[config.mk]
export PLATFORM = sky130hd
export DESIGN_NAME = lsf_sink_fade
export DESIGN_NICKNAME = d
export VERILOG_FILES = /design/src/design/lsf_sink_fade.v
export VERILOG_INCLUDE_DIRS = /design/src /design/src/inc
export SDC_FILE = /design/constraint.sdc
export NUM_CORES = 1
export LEC_CHECK = 0
export ABC_AREA = 1
export BUFFER_PORTS_ARGS = -buffer_cell sky130_fd_sc_hd__buf_2
export CAP_MARGIN = 20
export CORE_AREA = 2 2 244 246
export DETAILED_ROUTE_END_ITERATION = 16
export DIE_AREA = 0 0 246 248
export GPL_TIMING_DRIVEN = 0
export PLACE_DENSITY = 0.56
export RECOVER_POWER = 50
export SYNTH_ARGS = -nofsm -noshare
export SYNTH_HDL_FRONTEND = slang
export SYNTH_SLANG_ARGS = --single-unit
[constraint.sdc]
create_clock -name ref_clk -period 22.7 [get_ports ref_clk]
set_input_delay 2.27 -clock ref_clk [delete_from_list [all_inputs] [get_ports ref_clk]]
set_output_delay 2.27 -clock ref_clk [all_outputs]
set_load 0.01 [all_outputs]
[src/inc/lsf_regs.vh]
// Register map, field layout and timing constants for the sink fade block
`ifndef LSF_REGS_VH
`define LSF_REGS_VH
`define LSF_ADDR_FADE 8'h1E
`define LSF_ADDR_LED1 8'h1F
`define LSF_ADDR_LED2 8'h20
`define LSF_FADE_RESET 8'h00
`define LSF_CUR_RESET 7'h00
`define LSF_CODE_FULL 7'h7F
`define LSF_CODE_ZERO 7'h00
`define LSF_RSVD_ZERO 1'b0
`define LSF_FADE_OFF 4'h0
`define LSF_FADE_DN_HI 7
`define LSF_FADE_DN_LO 4
`define LSF_FADE_UP_HI 3
`define LSF_FADE_UP_LO 0
`define LSF_CUR_HI 6
`define LSF_CUR_LO 0
`define LSF_READ_IDLE 8'h00
`define LSF_CODE_PAD 4'h0
`define LSF_PROD_PAD 56'h0
`define LSF_TICK_ZERO 32'h0
`define LSF_TICK_ONE 32'h1
`define LSF_CODE_STEP 7'h01
`define LSF_CODE_LINEAR_MAX 4'hA
// Duration units of 0.1 s; 0.30 s per code below eleven, then half-second steps
`define LSF_TENTH_PER_CODE 8'h03
`define LSF_TENTH_AT_CODE10 8'h1E
`define LSF_TENTH_PER_HALF 8'h05
// 0.1 s at 10 MHz is 1000000 cycles; 127 steps per full ramp
`define LSF_CLK_HZ 32'd10000000
`define LSF_TENTHS_PER_SEC 32'd10
`define LSF_STEPS 32'd127
`endif

[src/design/lsf_sink_fade.v]
// Sink fade timing and two per-LED current code channels
`include "lsf_regs.vh"

// ----------------------------------------
// Step timer for one channel
// ----------------------------------------
module lsf_ramp #(
  parameter TENTH_CYCLES = 1000000
) (
  ref_clk,
  resetn,
  target,
  on_req,
  dn_code,
  up_code,
  applied
);
  input wire ref_clk;
  input wire resetn;
  input wire [6:0] target;
  input wire on_req;
  input wire [3:0] dn_code;
  input wire [3:0] up_code;
  output reg [6:0] applied;

  // ----------------------------------------
  // Ramp state
  // ----------------------------------------
  reg [31:0] tick;
  reg [31:0] next_tick;
  reg [6:0] next_applied;
  reg [31:0] limit;
  reg [7:0] tenths;
  reg [7:0] over_ten;
  reg [3:0] code;
  wire [6:0] goal;
  wire going_up;
  wire at_goal;
  wire step_due;
  wire [63:0] prod;

  // ----------------------------------------
  // Direction and goal
  // ----------------------------------------
  // Off request ramps toward zero, not the register
  assign goal = on_req ? target : `LSF_CODE_ZERO;
  assign going_up = goal > applied;
  assign at_goal = goal == applied;

  // ----------------------------------------
  // Duration in tenths of a second
  // ----------------------------------------
  always @* begin
    over_ten = {`LSF_CODE_PAD, code} - {`LSF_CODE_PAD, `LSF_CODE_LINEAR_MAX};
    // Rising uses fade-in code, falling fade-out code
    code = going_up ? up_code : dn_code;
    over_ten = {`LSF_CODE_PAD, code} - {`LSF_CODE_PAD, `LSF_CODE_LINEAR_MAX};
    if (code <= `LSF_CODE_LINEAR_MAX) begin
      tenths = {`LSF_CODE_PAD, code} * `LSF_TENTH_PER_CODE;
    end else begin
      tenths = `LSF_TENTH_AT_CODE10 + over_ten * `LSF_TENTH_PER_HALF;
    end
  end

  // ----------------------------------------
  // Step interval
  // ----------------------------------------
  // step interval from duration
  // Wide divide traded for no lookup table
  assign prod = {`LSF_PROD_PAD, tenths} * TENTH_CYCLES;
  always @* begin
    limit = prod[31:0] / `LSF_STEPS;
  end
  // Very short fades give limit zero: a step each cycle
  assign step_due = (tick + `LSF_TICK_ONE) >= limit;

  // ----------------------------------------
  // Next state
  // ----------------------------------------
  always @* begin
    next_tick = tick + `LSF_TICK_ONE;
    next_applied = applied;
    if (at_goal) begin
      next_tick = `LSF_TICK_ZERO;
    end else if (code == `LSF_FADE_OFF) begin
      next_applied = goal;
      next_tick = `LSF_TICK_ZERO;
    end else if (step_due) begin
      next_tick = `LSF_TICK_ZERO;
      if (going_up) begin
        next_applied = applied + `LSF_CODE_STEP;
      end else begin
        next_applied = applied - `LSF_CODE_STEP;
      end
    end
  end

  always @(posedge ref_clk) begin
    if (!resetn) begin
      applied <= `LSF_CODE_ZERO;
      tick <= `LSF_TICK_ZERO;
    end else begin
      applied <= next_applied;
      tick <= next_tick;
    end
  end
endmodule // lsf_ramp

// What this block does
// - Fade codes in bits 7:4, 3:0; zero disables
// - Codes one to ten give 0.3 s steps
// - Codes eleven to fifteen add half seconds
// - Fade-out duration is full scale to zero
// - Fade-in duration is zero to full scale
// - Seven-bit current code per LED, bit 7 reserved
// - Code drives nonlinear DAC, ones is 30 mA
// - Off and on transitions are faded
module lsf_sink_fade #(
  parameter TENTH_CYCLES = 1000000
) (
  ref_clk,
  resetn,
  reg_addr,
  reg_wdata,
  reg_we,
  reg_rdata,
  led1_on,
  led2_on,
  led1_dac_code,
  led2_dac_code
);
  input wire ref_clk;
  input wire resetn;
  input wire [7:0] reg_addr;
  input wire [7:0] reg_wdata;
  input wire reg_we;
  output reg [7:0] reg_rdata;
  input wire led1_on;
  input wire led2_on;
  output wire [6:0] led1_dac_code;
  output wire [6:0] led2_dac_code;

  // ----------------------------------------
  // Registers
  // ----------------------------------------
  reg [3:0] fade_down_code;
  reg [3:0] fade_up_code;
  reg [6:0] led1_current_code;
  reg [6:0] led2_current_code;

  always @(posedge ref_clk) begin
    if (!resetn) begin
      fade_down_code <= `LSF_FADE_OFF;
      fade_up_code <= `LSF_FADE_OFF;
      led1_current_code <= `LSF_CUR_RESET;
      led2_current_code <= `LSF_CUR_RESET;
    end else if (reg_we) begin
      case (reg_addr)
        `LSF_ADDR_FADE: begin
          fade_down_code <= reg_wdata[`LSF_FADE_DN_HI:`LSF_FADE_DN_LO];
          fade_up_code <= reg_wdata[`LSF_FADE_UP_HI:`LSF_FADE_UP_LO];
        end
        // reserved bit dropped
        // Bit 7 is never stored, so it cannot read back
        `LSF_ADDR_LED1: led1_current_code <= reg_wdata[`LSF_CUR_HI:`LSF_CUR_LO];
        `LSF_ADDR_LED2: led2_current_code <= reg_wdata[`LSF_CUR_HI:`LSF_CUR_LO];
        default: begin
        end
      endcase
    end
  end

  // ----------------------------------------
  // Read mux
  // ----------------------------------------
  // Combinational so a read needs no wait state
  always @* begin
    case (reg_addr)
      `LSF_ADDR_FADE: reg_rdata = {fade_down_code, fade_up_code};
      `LSF_ADDR_LED1: reg_rdata = {`LSF_RSVD_ZERO, led1_current_code};
      `LSF_ADDR_LED2: reg_rdata = {`LSF_RSVD_ZERO, led2_current_code};
      default: reg_rdata = `LSF_READ_IDLE;
    endcase
  end

  // ----------------------------------------
  // Ramps
  // ----------------------------------------
  // Both channels share one fade register
  // on and off transitions fade
  lsf_ramp #(.TENTH_CYCLES(TENTH_CYCLES)) u_led1 (
    .ref_clk(ref_clk),
    .resetn(resetn),
    .target(led1_current_code),
    .on_req(led1_on),
    .dn_code(fade_down_code),
    .up_code(fade_up_code),
    .applied(led1_dac_code)
  );

  lsf_ramp #(.TENTH_CYCLES(TENTH_CYCLES)) u_led2 (
    .ref_clk(ref_clk),
    .resetn(resetn),
    .target(led2_current_code),
    .on_req(led2_on),
    .dn_code(fade_down_code),
    .up_code(fade_up_code),
    .applied(led2_dac_code)
  );
endmodule // lsf_sink_fade

==> results of run 1 <==
logic make-up (layout without fill, tap and decap cells):
| logic type | Yosys count | after routing | synth area share [%] |
|---|---|---|---|
| XOR/XNOR | 110 | 110 | 4.37 |
| adder cells (fa/ha/maj) | 272 | 272 | 16.2 |
| AND/OR/NAND/NOR | 2130 | 2140 | 49.9 |
| buffers and inverters | 678 | 1086 | 11.8 |
| other | 1 | 20 | 0.0162 |
| AO/OA/AOI/OAI | 355 | 355 | 9.10 |
| flip-flops | 100 | 100 | 8.67 |
| multiplexers | 1 | 1 | 0.0434 |
worst reg2reg max path: cells and delay by family, from the launching register on:
kind	cells	cell delay [ps]
flip-flops	1	450
XOR/XNOR	2	400
adder cells (fa/ha/maj)	12	4050
AND/OR/NAND/NOR	96	10280
AO/OA/AOI/OAI	16	2580
buffers and inverters	28	3280
timing repair:
action                                  4_1_cts  5_1_grt
pin swaps                                   147      420
gates resized for setup                     307      686
cloned                                       10        7
endpoints found under the setup margin       58       58
hold endpoints to repair                      0        0
buffers inserted                            140      201
final timing paths:
check,depth (start not counted),endpoint,startpoint
max,156,u_led2.tick[10],led2_on
min,2,led1_current_code[3],led1_current_code[3]
max reg2reg,154,u_led2.tick[10],u_led2.applied[1]
min reg2reg,2,led1_current_code[3],led1_current_code[3]
sequential cells by signal (all words and copies together) (netlist names):
register,cells
fade_down_code,4
fade_up_code,4
led1_current_code,7
led2_current_code,7
u_led1.applied,7
u_led1.tick,32
u_led2.applied,7
u_led2.tick,32
cells in the mapped netlist, types with 7 or more instances:
cell      number  share of area, %
nand2_1      870                14
inv_1        577               9.4
nor2_1       289               4.7
nand3_1      265               5.7
ha_1         228                12
nand2_2      212               5.7
o21ai_0      119               2.6
a21oi_1      111               2.4
nand4_1      102               2.8
dfxtp_1      100               8.7
xor2_1        78               3.0
nand2_4       71               3.5
nand3_2       69               3.0
nor2_2        63               1.7
inv_2         47              0.76
nor2_4        47               2.3
fa_1          44               3.8
nor3_1        43              0.93
nand3_4       33               2.5
o21ai_1       33              0.72
xnor2_1       26              0.99
nand3b_1      18              0.59
o21ai_2       15              0.57
clkbuf_1      14              0.23
a31oi_1       10              0.27
inv_4         10              0.27
nor4_1        10              0.27
o221ai_1      10              0.38
or2_2         10              0.27
o211ai_1       9              0.29
clkinv_1       8              0.13
o21bai_1       8              0.26
a211oi_1       7              0.23
nand2_8        7              0.61
final cells by class:
cell class / instances / area [sq um]
Tap cell: 773 / 967
Sequential cell: 100 / 2000
Fill cell: 5685 / 26800
Inverter: 648 / 2570
Multi-Input combinational cell: 2898 / 22300
Buffer: 30 / 383
Clock buffer: 10 / 239
Clock inverter: 6 / 100
Timing Repair Buffer: 392 / 3140
per-layer routing:
layer	track usage, %	vias up
met5	0	-
met4	2.96	2
met3	1.01	68
met2	36.8	185
met1	24.7	11000
li1	-	12600
through the flow:
step / cell area, sq um / hold WS [ps] / util, %
floorplan: 23200 / 433 / -
global placement: 24300 / 450 / 41.6
detailed placement: 24400 / 457 / 41.7
CTS: 27300 / 472 / 46.6
global route: 31700 / 504 / 54.2
finish: 31700 / 480 / 54.2
==> flow_summary.toml, run 1 <==
[drt]
wl_met3_um = 851
num_vias = 23900
drc_errors = 0
wl_met2_mm = 33.6
drt-met1-wl_mm = 28.9
ant_nets = 0
first_iter_violations = 838
top_layer_used = "met5"
wl_per_cell_um = 13.2
drt_pass1_iterations = 5
vias_per_cell = 4.91
wirelength_mm = 64.2

[global_route]
grt_pass1_vias = 21800
grt_pass1_wl_mm = 101
track_usage_pct = 19.5
antenna_found_initial = 1
grt_max_degree = 19
grt-ovfl-total = 0

[clocking]
cts_tree = "built"
cts_made_buffers = 9
cts_hold_buffers = 0
clk_pin_slew_ps = 90
cts.sinks = 100
root_buffer = "clkbuf_16"
cts_buffer_depth = 2
cts_max_level = 3
worstSkewPairLatency_ps = 370

[synth]
synth_area_sq_um = 23100
syn-mean-instance-area_sq_um = 6.33
synthArstFlopShare_pct = 0
ys_seq_area_share_pct = 8.67
ys_warn_count = 0
synth-seq-cells = 100
yosys_most_used_dff = "dfxtp_1"
synth_cell_types = 74
synth_edf_count = 0
synth_cells = 3647

[timing]
slew_headroom_pct = 36.0
min_period_over_period_pct = 100
rsz0062_at_grt = "yes"
setup_viol = 1
fin_worst_skew_ps = 21.9
fin_tns_setup_ps = -27.1
tightest_slew_ps = 953
period_needed_ps = 22730
fmax_mhz = 44.0
hold_violations = 0
slew_viol_final = 0
setup_ws_ps = -27.1

[die]
fp.coreArea_sq_um = 58500
pin_count = 43
std_cell_rows = 89
start_util_pct = 39.5
die-area_sq_um = 61000
die_y_um = 248
fp.dieW_um = 246

[placed_design]
portBuffers = 40
place_ws_ps = -4340
routabilityCongestion = 0.849
dp.cells = 4486
dp_hpwl_mm = 47.3

[critical_path]
critPathTopFamily = "simple AND/OR/NAND/NOR gates"
reg2reg_slack_ps = 1540
cp.arrival_ps = 23010
cpPeakStageDelay_ps = 560
cp_slowest_cell = "fa_2"
path_max_fanout = 8
path_buf_inv = 29
end_kind = "register"
critical_path_class = "input port to register"
critPathMostFrequentCell = "nand2_4"
required_ps = 22980
start_kind = "input port"

[layout]
areaGrowthSynthToFinish_pct = 37.1
final_cell_mix = "nand2_1, inv_1, buf_4"
final_nets = 4372
layout_commonest_cell = "nand2_1"
antenna_cells = 0
final_cells = 4857
drive_gt1_share_pct = 38.4

[status]
status = "finished with violations"
violations = "negative setup slack"

[min_path]
min-delay-path-class = "register to register"

[flow_run]
maxCapViolCount = 0
Power of run 1 is left out: the tool's default activity adds up to more than one toggle a clock period on the data nets, which glitch-free logic cannot reach.
==> run 2: changes to the inputs <==
- ABC_AREA: 1 -> not set
- CORE_AREA: 2 2 244 246 -> 2 2 243 245
- DIE_AREA: 0 0 246 248 -> 0 0 245 247
- PLACE_DENSITY: 0.56 -> 0.55
- clock period: 22.7 -> 26.8 ns (I/O delays scaled with it)
==> run 2 against run 1 <==
Compared with the run above: the run still ends with negative setup slack left; via count up 6.6%; core utilization down 3.0 points; routed wire length up 17%; highest routed layer is now met4; register-to-register slack worse by 180 ps; final cell count down 14%; sequential share of layout area up 0.39 points.
==> flow_summary.toml, run 2 <==
[status]
status = "finished with violations"
violations = "negative setup slack"

[clocking]
cts_buffer_depth = 2
cts_max_level = 3
worstSkewPairLatency_ps = 360
cts_tree = "built"
cts.sinks = 100
clk_pin_slew_ps = 70
root_buffer = "clkbuf_16"
cts_made_buffers = 9

[critical_path]
start_kind = "input port"
cp_slowest_cell = "fa_2"
cpPeakStageDelay_ps = 570
r2r_end = "u_led2.tick[16]"
path_buf_inv = 23
reg2reg_depth = 141
path_max_fanout = 10
cp.arrival_ps = 27840
r2r_start = "u_led2.applied[1]"
end_kind = "register"
critical_path_class = "input port to register"
reg2reg_slack_ps = 1360
required_ps = 27100
critPathTopFamily = "compound AO/OA/AOI/OAI gates"

[timing]
period_needed_ps = 27550
hold_violations = 0
rsz0062_at_grt = "yes"
tightest_slew_ps = 1090
setup_ws_ps = -746
setup_viol = 58
slew_viol_final = 0
fin_hold_ws_ps = 483
min_period_over_period_pct = 103
fmax_mhz = 36.3
slew_headroom_pct = 26.9
fin_worst_skew_ps = 14.4

[synth]
synth_area_sq_um = 22900
yosys_most_used_dff = "dfxtp_1"
synth-seq-cells = 100
synth.area.top_cells = "ha_1, dfxtp_1, xnor2_1"
ys_warn_count = 0
synth_commonest_cells = "nand2_1, ha_1, nor2_1"
yosysTopAreaCellShare_pct = 12.5
synth_cell_types = 138
synth_edf_count = 0
ys_seq_area_share_pct = 8.74
synth_cells = 3072
synth.largest_area_cell = "ha_1"
syn-mean-instance-area_sq_um = 7.46
yosysMostFrequentCell = "nand2_1"
synthArstFlopShare_pct = 0

[layout]
layout_commonest_cell = "buf_4"
final_nets = 3701
final_area_sq_um = 29800
final_cell_mix = "buf_4, nand2_1, ha_1"
areaGrowthSynthToFinish_pct = 30.1
antenna_cells = 0
largestRegisters = "u_led1.tick x32, u_led2.tick x32"
drive_gt1_share_pct = 27.2

[global_route]
antenna_found_initial = 0
track_usage_pct = 24.1
grt_pass1_wl_mm = 124
grt-ovfl-total = 0
grt_max_degree = 17
grt_pass1_vias = 25100

[drt]
vias_per_cell = 6.07
drt-met1-wl_mm = 33.0
ant_nets = 0
wl_met2_mm = 38.4
num_vias = 25400
drt_pass1_iterations = 6
wl_per_cell_um = 18.0
first_iter_violations = 1482
top_layer_used = "met4"
wirelength_mm = 75.3
wl_met3_mm = 2.30
drc_errors = 0

[min_path]
min-delay-path-class = "register to register"
worstHoldEndpoint = "led2_current_code[2]"
hold_path_depth = 2
hold_start = "led2_current_code[2]"

[power_and_ir_drop]
clkPwrFrac_pct = 13.1
p_sw_share_pct = 45.1
p_leak_uw = 0.0120
comb_power_share_pct = 72.7
p_int_uw = 619
vdd_drop_max_v = 0.0000417
p_sw_uw = 508
power.density_nw_per_um2 = 37.8
seq_power_share_pct = 14.2

[placed_design]
dp_hpwl_mm = 55.7
portBuffers = 41
routabilityCongestion = 0.920
place_area_sq_um = 24600

[die]
die-area_sq_um = 60500
start_util_pct = 39.3
fp.coreArea_sq_um = 58200
die_y_um = 247
std_cell_rows = 89
fp.dieW_um = 245
pin_count = 43

[flow_run]
maxCapViolCount = 0
run 2: cell types whose count changed in the layout (fill, tap and decap cells not counted), moves of 70 or more:
| cell | change |
|---|---|
| nand2_1 | -498 |
| nand3_2 | -82 |
| nand2_4 | -169 |
| nand3_1 | -81 |
| xnor2_1 | +75 |
| inv_1 | -383 |
| nand3_4 | -70 |
| nor2b_1 | +75 |
| nand2_2 | -235 |
| nor2_4 | -121 |
run 2: stage by stage:
step,setup TNS (ps),std cells,util [%],setup slack [ps],total power (uW)
6_report,-28380,4186,51.2,-746,1130
5_1_grt,-123010,4186,51.2,-2230,1210
4_1_cts,-11300,4157,50.3,-456,1100
3_5_place_dp,-296470,3906,42.3,-5200,797
3_3_place_gp,-298610,3905,42.3,-5500,784
2_1_floorplan,0,3091,-,1.97,675
run 2: timing repair:
item | 4_1_cts | 5_1_grt
setup buffers | 243 | 29
pin swaps | 251 | 63
hold buffers | 0 | 0
endpoints found under the setup margin | 58 | 58
gates cloned | 6 | 0
gates resized for setup | 520 | 63
run 2: cell type report:
| type | count | area, sq um |
|---|---|---|
| Buffer | 72 | 572 |
| Clock buffer | 11 | 243 |
| Clock inverter | 5 | 82.6 |
| Fill cell | 5555 | 28400 |
| Inverter | 169 | 656 |
| Multi-Input combinational cell | 2739 | 22900 |
| Sequential cell | 100 | 2000 |
| Tap cell | 773 | 967 |
| Timing Repair Buffer | 317 | 2370 |
run 2: worst max path at each step:
stage | start | slack [ps] | cells past startpoint | end
final | led2_on | -750 | 142 | u_led2.tick[16]
after global routing | led2_on | -2230 | 138 | u_led2.tick[17]
after CTS | led2_on | -460 | 135 | u_led2.tick[16]
after detailed placement | led1_on | -5200 | 124 | u_led1.tick[6]
after global placement | led2_on | -5500 | 124 | u_led2.tick[14]
after floorplan | led2_on | 2 | 134 | u_led2.tick[8]
run 2: cells by family after synthesis:
| kind of cell | after synthesis | share of synthesized area [%] |
|---|---|---|
| AO/OA/AOI/OAI | 965 | 30.8 |
| multiplexers | 89 | 4.11 |
| buffers and inverters | 254 | 4.49 |
| XOR/XNOR | 181 | 6.99 |
| adder cells (fa/ha/maj) | 275 | 16.4 |
| AND/OR/NAND/NOR | 1207 | 28.4 |
| flip-flops | 100 | 8.74 |
| other | 1 | 0.0164 |
run 2: power by group through the flow:
stage               clock [uW]  sequential (uW)  combinational (uW)
floorplan                    0              164                 511
global placement             0              163                 622
detailed placement           0              163                 634
CTS                        151              160                 791
global route               156              161                 893
finish                     147              160                 820
run 2: per-layer routing:
layer	track usage (%)	up-vias
met4	6.10	0
li1	-	12300
met1	29.6	12300
met3	1.36	131
met2	45.4	656
met5	0	-
run 2: worst reg2reg max path: cells and delay by family (launching register included):
kind / cells / cell delay [ps]
flip-flops: 1 / 410
multiplexers: 2 / 540
buffers and inverters: 23 / 2920
AND/OR/NAND/NOR: 43 / 6520
XOR/XNOR: 3 / 320
AO/OA/AOI/OAI: 55 / 10060
adder cells (fa/ha/maj): 15 / 4620
Note: power is estimated with default switching activity, not from simulation.
==> run 3: changes to the inputs <==
- ABC_AREA: not set -> 1
- CORE_AREA: 2 2 243 245 -> 2 2 244 246
- DIE_AREA: 0 0 245 247 -> 0 0 246 248
- PLACE_DENSITY: 0.55 -> 0.54
==> run 3 against run 2 <==
Compared with the run above: worst hold slack got worse by 9.3 ps; flip-flop and latch count did not move; non-clock buffer count fell by 275; final cell count rose by 8.5%; the flow now finishes without violations; clock-buffer cell count fell by 2; worst setup slack improved by 2700 ps; clock skew rose by 2.6 ps; critical path depth rose by 19; register-to-register slack improved by 2700 ps.
==> flow_summary.toml, run 3 (same netlist as run 1, synthesis figures left out) <==
[status]
status = "completed"

[die]
fp.coreArea_sq_um = 58500
std_cell_rows = 89
start_util_pct = 39.5
die-area_sq_um = 61000
die_y_um = 248
fp.dieW_um = 246
pin_count = 43

[clocking]
worstSkewPairLatency_ps = 360
cts_made_buffers = 9
root_buffer = "clkbuf_16"
cts.sinks = 100
clk_pin_slew_ps = 80
cts_buffer_depth = 2
cts_max_level = 3
cts_tree = "built"
cts_hold_buffers = 0

[timing]
setup_ws_ps = 1960
fin_worst_skew_ps = 16.9
fin_tns_setup_ps = 0
slew_viol_final = 0
period_needed_ps = 24840
slew_headroom_pct = 45.4
setup_viol = 0
fmax_mhz = 40.3
min_period_over_period_pct = 92.7
rsz0062_at_grt = "yes"
fin_hold_ws_ps = 473
hold_violations = 0
tightest_slew_ps = 810

[drt]
ant_nets = 0
vias_per_cell = 4.78
drc_errors = 0
wl_per_cell_um = 12.1
first_iter_violations = 837
wirelength_mm = 55.2
drt_pass1_iterations = 5
num_vias = 21700

[layout]
antenna_cells = 0
largestRegisters = "u_led1.tick x32, u_led2.tick x32"
drive_gt1_share_pct = 20.5
final_nets = 4057
areaGrowthSynthToFinish_pct = 9.45
num-fill-cells = 6432
layout_commonest_cell = "nand2_1"
final_cell_mix = "nand2_1, inv_1, nor2_1"

[global_route]
track_usage_pct = 18.1
grt-ovfl-total = 0
antenna_found_initial = 0
grt_max_degree = 21
grt_pass1_wl_mm = 94.8
grt_pass1_vias = 20300

[critical_path]
critPathMostFrequentCell = "nand2_1"
end_kind = "register"
start_kind = "input port"
cpPeakStageDelay_ps = 550
path_max_fanout = 10
critical_path_class = "input port to register"
required_ps = 27070
cp.arrival_ps = 25110
reg2reg_depth = 159
cp_slowest_cell = "fa_1"

[placed_design]
routabilityCongestion = 0.839
place_ws_ps = -680
dp_hpwl_mm = 47.4
portBuffers = 40

[flow_run]
maxCapViolCount = 0

[min_path]
hold_path_depth = 1
min-delay-path-class = "register to register"
## run 3: final timing paths
path / startpoint / to / slack [ps]
max: led2_on / u_led2.tick[14] / 1960
min reg2reg: u_led1.tick[0] / u_led1.tick[0] / 470
max reg2reg: u_led2.applied[2] / u_led2.tick[14] / 4060
min: u_led1.tick[0] / u_led1.tick[0] / 470
## run 3: metrics by stage
step,std cells,area (sq um),utilization [%]
4_1_cts,4500,24700,42.2
3_5_place_dp,4484,24400,41.7
3_3_place_gp,4479,24300,41.6
2_1_floorplan,3666,23200,-
6_report,4542,25300,43.2
5_1_grt,4542,25300,43.2
## run 3: critical path, delay by kind of cell
kind,cells,cell delay (ps)
AO/OA/AOI/OAI,17,2540
XOR/XNOR,2,360
adder cells (fa/ha/maj),15,4940
buffers and inverters,23,2740
AND/OR/NAND/NOR,104,11770
## run 3: cell type report
cell class	instances	area (sq um)	area share, %
tap	773	967	3.83
clock inverter	7	100	0.396
inverter	648	2490	9.84
buffer	29	249	0.985
sequential	100	2000	7.92
multi-input combinational	2891	18700	74.1
timing repair buffer	85	503	1.99
clock buffer	9	225	0.891
## run 3: routing by layer
metal	vias up	share of wire [%]	track usage [%]
li1	11900	-	-
met1	9609	49	24.2
met5	-	0	0
met3	35	1.3	0.887
met4	0	1.2	3.17
met2	133	48	32.6
## run 3: repair_timing
| item | 4_1_cts | 5_1_grt |
|---|---|---|
| endpoints found under the hold margin | 0 | 0 |
| pin swaps | 0 | 27 |
| gates cloned | 0 | 3 |
| endpoints found under the setup margin | 23 | 58 |
| buffers inserted | 0 | 38 |
| resized for setup | 4 | 94 |
Power of run 3 is left out for the same reason.
